**config.mk**
```make
export PLATFORM = sky130hd
export DESIGN_NAME = perf_event_counter_bank
export DESIGN_NICKNAME = d
export VERILOG_FILES = /design/src/rtl/pmc_pkg.sv /design/src/rtl/perf_event_counter_bank.sv /design/src/rtl/pmc_sync2.sv /design/src/rtl/pmc_counter.sv
export SDC_FILE = /design/constraint.sdc
export NUM_CORES = 2
export LEC_CHECK = 0
export BUFFER_PORTS_ARGS = -buffer_cell sky130_fd_sc_hd__buf_2
export CAP_MARGIN = 10
export CORE_UTILIZATION = 30
export CTS_BUF_LIST = sky130_fd_sc_hd__clkbuf_16
export CTS_CLUSTER_SIZE = 40
export DETAILED_ROUTE_END_ITERATION = 8
export HOLD_SLACK_MARGIN = 0.1
export PLACE_DENSITY = 0.53
export SYNTH_ARGS = -nofsm -noshare
export SYNTH_HDL_FRONTEND = slang
export SYNTH_SLANG_ARGS = --single-unit
```
**constraint.sdc**
```tcl
create_clock -name clk_sys -period 8.95 [get_ports clk_sys]
set_clock_uncertainty 0.1 [all_clocks]
set_input_delay 2.685 -clock clk_sys [delete_from_list [all_inputs] [get_ports clk_sys]]
set_output_delay 2.685 -clock clk_sys [all_outputs]
set_load 0.1 [all_outputs]
```
**src/rtl/pmc_pkg.sv**
```systemverilog
// package: register map, field positions and reset values of the event counter bank
package pmc_pkg;
    // pair groups
    localparam int BASE_PAIRS = 4;
    localparam int CORE_EXT_PAIRS = 2;
    localparam int GROUP_PAIRS = 4;
    localparam int MAX_PAIRS = 14;
    localparam int IDX_W = 4;
    // counter index map, shared by register decode and the read instruction
    localparam logic [3:0] IDX_CORE0 = 4'h0;
    localparam logic [3:0] IDX_ICN0 = 4'h6;
    localparam logic [3:0] IDX_L2C0 = 4'ha;
    // apb byte offsets: legacy window, extended core window, control
    localparam logic [11:0] OFF_LEG_CTR = 12'h000;
    localparam logic [11:0] OFF_LEG_SEL = 12'h040;
    localparam logic [11:0] OFF_EXT = 12'h100;
    localparam logic [11:0] OFF_CTRL = 12'h400;
    localparam logic [11:0] OFF_STATUS = 12'h404;
    localparam logic [11:0] OFF_OVF = 12'h408;
    // extended window: pair n at OFF_EXT + n*0x20; +0 sel, +8 ctr lo, +0xc ctr hi
    localparam int EXT_STRIDE_LOG2 = 5;
    localparam logic [4:0] EXT_SEL = 5'h00;
    localparam logic [4:0] EXT_CTR_LO = 5'h08;
    localparam logic [4:0] EXT_CTR_HI = 5'h0c;
    // selector fields
    localparam int SEL_EN = 22;
    localparam int SEL_INT = 20;
    localparam int SEL_DUR = 0;
    localparam logic [31:0] SEL_RESET = 32'h0000_0000;
    localparam logic [31:0] SEL_MASK = 32'h0050_0001;
    // control fields
    localparam int CTRL_UCRE = 0;
    localparam int CTRL_CORE_EXT = 1;
    localparam int CTRL_ICN = 2;
    localparam int CTRL_L2C = 3;
    localparam logic [3:0] CTRL_RESET = 4'h0;
    localparam int CTR_MAX_W = 64;
endpackage : pmc_pkg

```
**src/rtl/perf_event_counter_bank.sv**
```systemverilog
// event counter bank: counter/selector pairs, apb registers, counter read port
// ---------------------------------------------------------------------------
// Behaviour
// (RL1) four core pairs always present
// (RL2) core extension adds two pairs, six total
// (RL3) interconnect and cache groups, four pairs each
// (RL4) counter counts only its own selector's event
// (RL5) extended core pairs 0-3 alias legacy
// (RL6) counter width parameter, at most 64 bits
// (RL7) privileged read and write load counters
// (RL8) read by index: high word, low word
// (RL9) user read needs enable bit, else fault
// (RL10) event mode increments per occurrence
// (RL11) duration mode adds one per cycle
// (RL12) overflow can signal an interrupt
// (RL13) software preloads negative count for interrupt
// (RL14) counter read is not serialising
// (RL15) read instruction reaches all three groups
// (RL16) selector enable gates counting
// (RL17) selector interrupt enable gates interrupt
// (RL18) all-ones wraps to zero, marks overflow only when selector interrupt enable is set
// ---------------------------------------------------------------------------
`timescale 1ns/1ps
module perf_event_counter_bank
    import pmc_pkg::*;
#(
    parameter int CTR_W = 48
) (
    // clock and reset
    input wire logic clk_sys,
    input wire logic rst_b,
    // apb slave
    input wire logic psel,
    input wire logic penable,
    input wire logic pwrite,
    input wire logic [11:0] paddr,
    input wire logic [31:0] pwdata,
    output logic [31:0] prdata,
    output logic pready,
    output logic pslverr,
    // hardware event and duration sources, one per pair
    input wire logic [MAX_PAIRS-1:0] eventPulse,
    input wire logic [MAX_PAIRS-1:0] durationActive,
    // counter read instruction
    input wire logic readReq,
    input wire logic [31:0] readIndex,
    input wire logic readUser,
    output logic readDone,
    output logic readFault,
    output logic [31:0] readHigh,
    output logic [31:0] readLow,
    // overflow interrupt
    output logic overflowIrq
);
    initial begin
        if (CTR_W < 33 || CTR_W > CTR_MAX_W) begin
            $error("CTR_W must lie in 33..64");
        end
    end

    // -----------------------------------------------------------------------
    // event inputs
    // -----------------------------------------------------------------------
    logic [MAX_PAIRS-1:0] evSync;
    logic [MAX_PAIRS-1:0] durSync;
    logic [MAX_PAIRS-1:0] evSel;
    logic [MAX_PAIRS-1:0] present;

    pmc_sync2 #(.W(MAX_PAIRS)) u_sync_ev (
        .clk_sys(clk_sys),
        .rst_b(rst_b),
        .din(eventPulse),
        .dout(evSync)
    );

    pmc_sync2 #(.W(MAX_PAIRS)) u_sync_dur (
        .clk_sys(clk_sys),
        .rst_b(rst_b),
        .din(durationActive),
        .dout(durSync)
    );

    // -----------------------------------------------------------------------
    // control and status
    // -----------------------------------------------------------------------
    logic [3:0] ctrl_reg;
    logic [MAX_PAIRS-1:0] ovf_reg;
    logic [MAX_PAIRS-1:0] ovf_next;
    logic irq_reg;

    // which pairs exist under the current extension configuration
    assign present[3:0] = '1; // [RL1]
    assign present[5:4] = {2{ctrl_reg[CTRL_CORE_EXT]}}; // [RL2]
    assign present[9:6] = {4{ctrl_reg[CTRL_ICN]}}; // [RL3]
    assign present[13:10] = {4{ctrl_reg[CTRL_L2C]}}; // [RL3]

    // -----------------------------------------------------------------------
    // apb decode
    // -----------------------------------------------------------------------
    logic apbAccess;
    logic apbWrite;
    logic legCtrHit;
    logic legSelHit;
    logic extHit;
    logic ctrlHit;
    logic statusHit;
    logic ovfHit;
    logic [IDX_W-1:0] legIdx;
    logic [IDX_W-1:0] extIdx;
    logic [4:0] extSub;
    logic [IDX_W-1:0] regIdx;
    logic regIsSel;
    logic regIsLo;
    logic regIsHi;
    logic regHit;
    logic mapped;
    logic pairWe;

    assign apbAccess = psel && penable;
    assign apbWrite = apbAccess && pwrite;
    // legacy window: counters as lo/hi word pairs, selectors one word each
    assign legCtrHit = (paddr[11:6] == OFF_LEG_CTR[11:6]) && (paddr[5:0] < 6'h20);
    assign legSelHit = (paddr[11:6] == OFF_LEG_SEL[11:6]) && (paddr[5:0] < 6'h10);
    assign legIdx = legCtrHit ? IDX_W'(paddr[4:3]) : IDX_W'(paddr[3:2]);
    assign extIdx = IDX_W'(paddr[7:EXT_STRIDE_LOG2]);
    assign extSub = paddr[4:0];
    assign extHit = (paddr[11:8] == OFF_EXT[11:8]) && (paddr[7:EXT_STRIDE_LOG2] < 3'd6)
        && (extSub == EXT_SEL || extSub == EXT_CTR_LO || extSub == EXT_CTR_HI);
    assign ctrlHit = paddr == OFF_CTRL;
    assign statusHit = paddr == OFF_STATUS;
    assign ovfHit = paddr == OFF_OVF;
    // both windows resolve to one storage index, so pairs 0-3 alias [RL5]
    assign regIdx = extHit ? extIdx : legIdx;
    assign regIsSel = legSelHit || (extHit && extSub == EXT_SEL);
    assign regIsLo = (legCtrHit && !paddr[2]) || (extHit && extSub == EXT_CTR_LO);
    assign regIsHi = (legCtrHit && paddr[2]) || (extHit && extSub == EXT_CTR_HI);
    assign regHit = (legCtrHit || legSelHit || extHit) && present[regIdx];
    assign mapped = regHit || ctrlHit || statusHit || ovfHit;
    // pair writes land only at the edge that completes the transfer [RL7]
    assign pairWe = apbWrite && pready && regHit;

    // -----------------------------------------------------------------------
    // counter pairs
    // -----------------------------------------------------------------------
    logic [31:0] selArr [MAX_PAIRS];
    logic [CTR_W-1:0] ctrArr [MAX_PAIRS];
    logic [MAX_PAIRS-1:0] wrapArr;

    // duration mode counts each cycle the function is busy [RL11]
    assign evSel = evSync;

    for (genvar i = 0; i < MAX_PAIRS; i++) begin : g_pair
        logic src;
        assign src = selArr[i][SEL_DUR] ? durSync[i] : evSel[i]; // [RL10] [RL11]
        pmc_counter #(.CTR_W(CTR_W)) u_ctr (
            .clk_sys(clk_sys),
            .rst_b(rst_b),
            .eventIn(src),
            .present(present[i]),
            .selWe(pairWe && regIsSel && regIdx == IDX_W'(i)),
            .selWdata(pwdata),
            .ctrWeLo(pairWe && regIsLo && regIdx == IDX_W'(i)), // [RL7]
            .ctrWeHi(pairWe && regIsHi && regIdx == IDX_W'(i)), // [RL7]
            .ctrWdata(pwdata),
            .selOut(selArr[i]),
            .ctrOut(ctrArr[i]),
            .wrapPulse(wrapArr[i])
        );
    end

    function automatic logic [63:0] wide(input logic [CTR_W-1:0] v);
        wide = {{(64 - CTR_W){1'b0}}, v}; // upper bits read zero [RL6]
    endfunction : wide

    // -----------------------------------------------------------------------
    // apb read data and response
    // -----------------------------------------------------------------------
    logic [31:0] rdMux;
    logic [31:0] prdata_reg;
    logic pready_reg;
    logic pslverr_reg;
    logic [63:0] rdCtr;

    assign rdCtr = wide(ctrArr[regIdx]);
    assign rdMux = !mapped ? 32'h0000_0000
        : regIsSel && regHit ? selArr[regIdx]
        : regIsLo && regHit ? rdCtr[31:0] // [RL7]
        : regIsHi && regHit ? rdCtr[63:32]
        : ctrlHit ? {28'h0000000, ctrl_reg}
        : statusHit ? {{(32 - MAX_PAIRS){1'b0}}, present}
        : {{(32 - MAX_PAIRS){1'b0}}, ovf_reg};

    // one wait state: answer on the edge after the first access cycle
    always_ff @(posedge clk_sys) begin
        if (!rst_b) begin
            pready_reg <= 1'b0;
            prdata_reg <= 32'h0000_0000;
            pslverr_reg <= 1'b0;
        end else begin
            pready_reg <= apbAccess && !pready_reg;
            prdata_reg <= (apbAccess && !pready_reg && !pwrite) ? rdMux : 32'h0000_0000;
            pslverr_reg <= apbAccess && !pready_reg && !mapped;
        end
    end

    assign prdata = prdata_reg;
    assign pready = pready_reg;
    assign pslverr = pslverr_reg;

    // -----------------------------------------------------------------------
    // control write, sticky overflow, interrupt
    // -----------------------------------------------------------------------
    logic commit;
    assign commit = apbWrite && pready_reg;

    // write-one-to-clear, a new wrap in the same cycle wins
    assign ovf_next = (ovf_reg & ~((commit && ovfHit) ? pwdata[MAX_PAIRS-1:0] : '0))
        | wrapArr; // [RL18]

    always_ff @(posedge clk_sys) begin
        if (!rst_b) begin
            ctrl_reg <= CTRL_RESET;
            ovf_reg <= '0;
            irq_reg <= 1'b0;
        end else begin
            if (commit && ctrlHit) begin
                ctrl_reg <= pwdata[3:0];
            end
            ovf_reg <= ovf_next;
            irq_reg <= |ovf_next; // [RL12] [RL17]
        end
    end

    assign overflowIrq = irq_reg;

    // -----------------------------------------------------------------------
    // counter read instruction
    // -----------------------------------------------------------------------
    logic rdValid;
    logic rdAllowed;
    logic [IDX_W-1:0] rdIdx;
    logic [63:0] rdVal;
    logic done_reg;
    logic fault_reg;
    logic [31:0] hi_reg;
    logic [31:0] lo_reg;

    // index space spans core, interconnect and cache groups [RL15]
    assign rdIdx = IDX_W'(readIndex[3:0]);
    assign rdValid = (readIndex < 32'(MAX_PAIRS)) && present[rdIdx];
    assign rdAllowed = !readUser || ctrl_reg[CTRL_UCRE]; // [RL9]
    assign rdVal = wide(ctrArr[rdIdx]);

    // value sampled as it stands, no ordering with other work [RL14]
    always_ff @(posedge clk_sys) begin
        if (!rst_b) begin
            done_reg <= 1'b0;
            fault_reg <= 1'b0;
            hi_reg <= 32'h0000_0000;
            lo_reg <= 32'h0000_0000;
        end else begin
            done_reg <= readReq;
            fault_reg <= readReq && !(rdAllowed && rdValid); // [RL9]
            if (readReq && rdAllowed && rdValid) begin
                hi_reg <= rdVal[63:32]; // [RL8]
                lo_reg <= rdVal[31:0]; // [RL8]
            end
        end
    end

    assign readDone = done_reg;
    assign readFault = fault_reg;
    assign readHigh = hi_reg;
    assign readLow = lo_reg;
endmodule : perf_event_counter_bank

```
**src/rtl/pmc_sync2.sv**
```systemverilog
// two-flop synchroniser for event inputs
`timescale 1ns/1ps
module pmc_sync2 #(
    parameter int W = 1
) (
    // clock and reset
    input wire logic clk_sys,
    input wire logic rst_b,
    // data
    input wire logic [W-1:0] din,
    output logic [W-1:0] dout
);
    logic [W-1:0] meta_reg;
    logic [W-1:0] out_reg;

    always_ff @(posedge clk_sys) begin
        if (!rst_b) begin
            meta_reg <= '0;
            out_reg <= '0;
        end else begin
            meta_reg <= din;
            out_reg <= meta_reg;
        end
    end

    assign dout = out_reg;
endmodule : pmc_sync2

```
**src/rtl/pmc_counter.sv**
```systemverilog
// one counter with its selector: counts events or duration, wraps on overflow
`timescale 1ns/1ps
module pmc_counter
    import pmc_pkg::*;
#(
    parameter int CTR_W = 48
) (
    // clock and reset
    input wire logic clk_sys,
    input wire logic rst_b,
    // event source, already synchronised
    input wire logic eventIn,
    // pair present in this configuration
    input wire logic present,
    // software access
    input wire logic selWe,
    input wire logic [31:0] selWdata,
    input wire logic ctrWeLo,
    input wire logic ctrWeHi,
    input wire logic [31:0] ctrWdata,
    // state
    output logic [31:0] selOut,
    output logic [CTR_W-1:0] ctrOut,
    output logic wrapPulse
);
    logic [31:0] sel_reg;
    logic [CTR_W-1:0] ctr_reg;
    logic [CTR_W-1:0] ctr_next;
    logic [63:0] ctrWide;
    logic wrap_reg;
    logic countEn;
    logic allOnes;

    // only its own selector steers this counter [RL4] [RL16]
    assign countEn = present && sel_reg[SEL_EN] && eventIn; // [RL10] [RL11]
    assign allOnes = &ctr_reg;
    assign ctrWide = {{(64 - CTR_W){1'b0}}, ctr_reg};

    always_comb begin
        ctr_next = ctr_reg;
        if (ctrWeLo) begin
            ctr_next[31:0] = ctrWdata; // [RL7]
        end else if (ctrWeHi) begin
            ctr_next = CTR_W'({ctrWdata, ctrWide[31:0]}); // [RL6] [RL7]
        end else if (countEn) begin
            ctr_next = ctr_reg + 1'b1; // wraps to zero [RL18]
        end
    end

    always_ff @(posedge clk_sys) begin
        if (!rst_b) begin
            sel_reg <= SEL_RESET;
            ctr_reg <= '0;
            wrap_reg <= 1'b0;
        end else begin
            if (selWe) begin
                sel_reg <= selWdata & SEL_MASK;
            end
            ctr_reg <= ctr_next;
            wrap_reg <= countEn && allOnes && !ctrWeLo && !ctrWeHi && sel_reg[SEL_INT]; // [RL17]
        end
    end

    assign selOut = sel_reg;
    assign ctrOut = ctr_reg;
    assign wrapPulse = wrap_reg;
endmodule : pmc_counter

```
==> results.cfg <==
[worst_setup_path]
start_kind = input pin
critPathCaptureType = register
r2r-start = pready
rrSetupSlack_ns = 4.89
critPathKind = in -> reg
max_stage_delay_ns = 0.95
cp_slowest_cell = o22ai_1
r2r_cells = 10
reg2reg_to = g_pair[2].u_ctr.ctrOut[28]
cp.arrival_ns = 6.67
critPathMaxFanout = 11
crit_required_ns = 9.35
crit_buf_inv = 2
worst_path_most_repeated_cell = o22ai_1
path_delay_family = compound AO/OA/AOI/OAI gates
crit_chain = buf_2 > or3_1 > o22ai_1 > nand2_1 > o22ai_1 > a311oi_1 > a21oi_1 > o32ai_1 > buf_4

[cts]
cts_buffer_depth = 3
cts_tree = done
clk_pin_slew_worst_paths_ns = 0.06
cts_buffers = 66
cts_root_buf = clkbuf_16
cts_sinks = 551
cts_resized = 0
postCtsHoldBufs = 0
postCtsSetupRepairBufs = 0
cts.htree.levels = 3
clock_latency_ns = 0.64

[finish]
area.sequential_um2 = 11030
utilization = 0.3429
design_area_um2 = 36250
layout.nets = 4107
syn_to_final_growth_pct = 12.71
drive_gt1_frac = 0.1205
fillers = 11190
multi_input_area_um2 = 19800
largest_reg_flops = 384

[routing]
detail_route.first_pass.iterations = 8
drc = 33
via_per_inst = 5.942
drtAntennaViolNets = 0
avgRoutedWirePerCell_um = 26.56
dr_total_vias = 32280
drt_wl_total_um = 144300
drtIter0Drc = 4047

[floorplanning]
core-area_um2 = 105700
fp.dieW_um = 329.4
io_pins = 212
start_util = 0.3042
rows = 119
die_h_um = 329.4
die-area_um2 = 108500

[power_and_ir_drop]
ir_drop_mv = 0.1224
leakage_uw = 0.01209
pwr-share-clk = 0.500
p_seq_frac = 0.439
p_switching_uw = 1442
p_int_uw = 4161
p_comb_frac = 0.060
power.switching_fraction = 0.2573
power_density_nw_per_um2 = 154.6

[synthesis]
async_reset_ff_frac = 0
synth.yosys.seq_area_share = 0.3430
syn_area_um2 = 32160
netlist_instances = 3986
synth_edf_count = 0
avgSynthCellArea_um2 = 8.069
ys_types = 87
ys_ff_latch = 551
synth_ff_type = dfxtp_1
yosys_warnings = 0

[sta]
period_share = 0.7009
post-route-min-period_ns = 6.273
tightest_slew_ns = 1.366
grt_setup_unrepaired = false
hold_viol = 0
drv_slew = 0
setup_viol = 0
finalSetupTns_ns = 0
max_freq_mhz = 159.4
worst_slew_margin_rel = 0.08387

[placement]
hpwl_um = 105200
io_buffers = 183
placed_cell_area_um2 = 34040
routabilityCongestion = 1.003

[global_routing]
grt-ovfl-total = 0
gr-usage-met2 = 0.3903
grt-busiest-layer = met2
grt_max_degree = 138
grt_pass1_vias = 29370
grt_use_met1 = 0.3386
antenna_found_initial = 5
grt_pass1_wl_um = 206300
track_usage = 0.2587
groute.layer.met3.usage = 0.06359

[worst_hold_path]
hold-path-endpoint = u_sync_dur.dout[1]
hp-class = reg -> reg
hp-start = u_sync_dur.meta_reg[1]
hold_path_depth = 1

[status]
status = complete, but fails checks
violations = DRC

[run]
max_cap_viol_count = 0
==> through the flow <==
stage                     power (µW)  hold WS (ns)  cells  setup slack, ns
after detailed placement        2846        0.3191   5310            2.331
after global routing            5761        0.3374   5426            2.663
after CTS                       5638        0.3313   5424            2.969
after floorplan                 2722        0.3119   4001            3.784
final                           5602        0.3278   5432            2.677
after global placement          2845        0.3169   5310            2.323
==> area by class of cell <==
| type | count | share of cell area |
|---|---|---|
| clock buffer | 67 | 0.04625 |
| tap | 1391 | 0.04801 |
| timing repair buffer | 237 | 0.03738 |
| clock inverter | 47 | 0.01377 |
| multi-input combinational | 3098 | 0.5461 |
| inverter | 34 | 0.003728 |
| antenna | 7 | 0.0004832 |
| sequential | 551 | 0.3043 |
==> cell usage in the layout (no fill, tap or decap), types with 33 or more instances in the layout <==
| master | Yosys | final |
|---|---|---|
| inv_1 | 33 | 43 |
| dfxtp_1 | 551 | 551 |
| buf_4 | 27 | 55 |
| clkbuf_16 | 0 | 67 |
| and4_1 | 48 | 48 |
| nor3_1 | 127 | 126 |
| buf_2 | 31 | 179 |
| and2_1 | 75 | 73 |
| a221oi_1 | 43 | 43 |
| a21oi_1 | 412 | 410 |
| o21ai_0 | 343 | 342 |
| nor4_1 | 40 | 39 |
| and3_1 | 81 | 81 |
| mux2i_1 | 131 | 131 |
| nor2_1 | 403 | 401 |
| a31oi_1 | 33 | 33 |
| a211oi_1 | 85 | 85 |
| nand2_1 | 364 | 359 |
| or3_1 | 39 | 39 |
| xnor2_1 | 103 | 103 |
| mux4_2 | 96 | 96 |
| nand4_1 | 109 | 109 |
| xor2_1 | 154 | 154 |
| nand3_1 | 158 | 158 |
==> power groups by stage <==
stage               sequential [µW]  clock, µW  combinational (µW)
finish                         2460       2800                 339
CTS                            2460       2850                 331
floorplan                      2520          0                 201
global placement               2520          0                 329
detailed placement             2520          0                 330
global route                   2460       2950                 350
==> how the worst max path moves through the flow <==
stage,cells after the start,startpoint,endpoint
floorplan,11,paddr[7],prdata[22]
global placement,8,paddr[10],prdata[2]
detailed placement,8,paddr[10],prdata[2]
CTS,8,paddr[10],prdata[2]
global route,10,paddr[10],prdata[3]
finish,9,paddr[10],prdata[20]
==> per-layer routing <==
metal / part of all wire / up-vias / wire length, µm
met2: 0.43 / 1744 / 62530
li1: - / 14580 / -
met4: 0.060 / 0 / 8625
met3: 0.097 / 358 / 13940
met1: 0.41 / 15600 / 59150
met5: 0 / - / 0
==> Yosys cell counts, types with 96 or more instances <==
cell / count / area, µm²
clkbuf_1: 237 / 889.6
nor3_1: 127 / 635.6
a21oi_1: 412 / 2062
nor2_1: 403 / 1513
o21ai_0: 343 / 1717
nand3_1: 158 / 790.8
mux4_2: 96 / 2162
mux2i_1: 131 / 1311
nand2_1: 364 / 1366
nand4_1: 109 / 681.9
xnor2_1: 103 / 902.1
xor2_1: 154 / 1349
dfxtp_1: 551 / 11030
==> worst register-to-register path: cells and delay by family (launching register included) <==
kind	cells	cell delay [ns]
and+or+nand+nor	5	2.13
buffers and inverters	2	0.74
AOI/OAI and AO/OA	2	0.42
DFF	1	0.38
xor gates and xnor gates	1	0.13
==> cells by family (layout without fill, tap and decap cells) <==
family	Yosys count	count (layout)	share of synthesized area
simple gates	1517	1517	0.2327
compound gates	1068	1068	0.1947
flops	551	551	0.3430
buf+inv	352	385	0.04594
xor+xnor	257	257	0.06998
mux	232	232	0.1104
fa+ha+maj	8	8	0.003112
other cells	1	23	0.0001166
No activity file was read; power rests on OpenSTA's default activity.
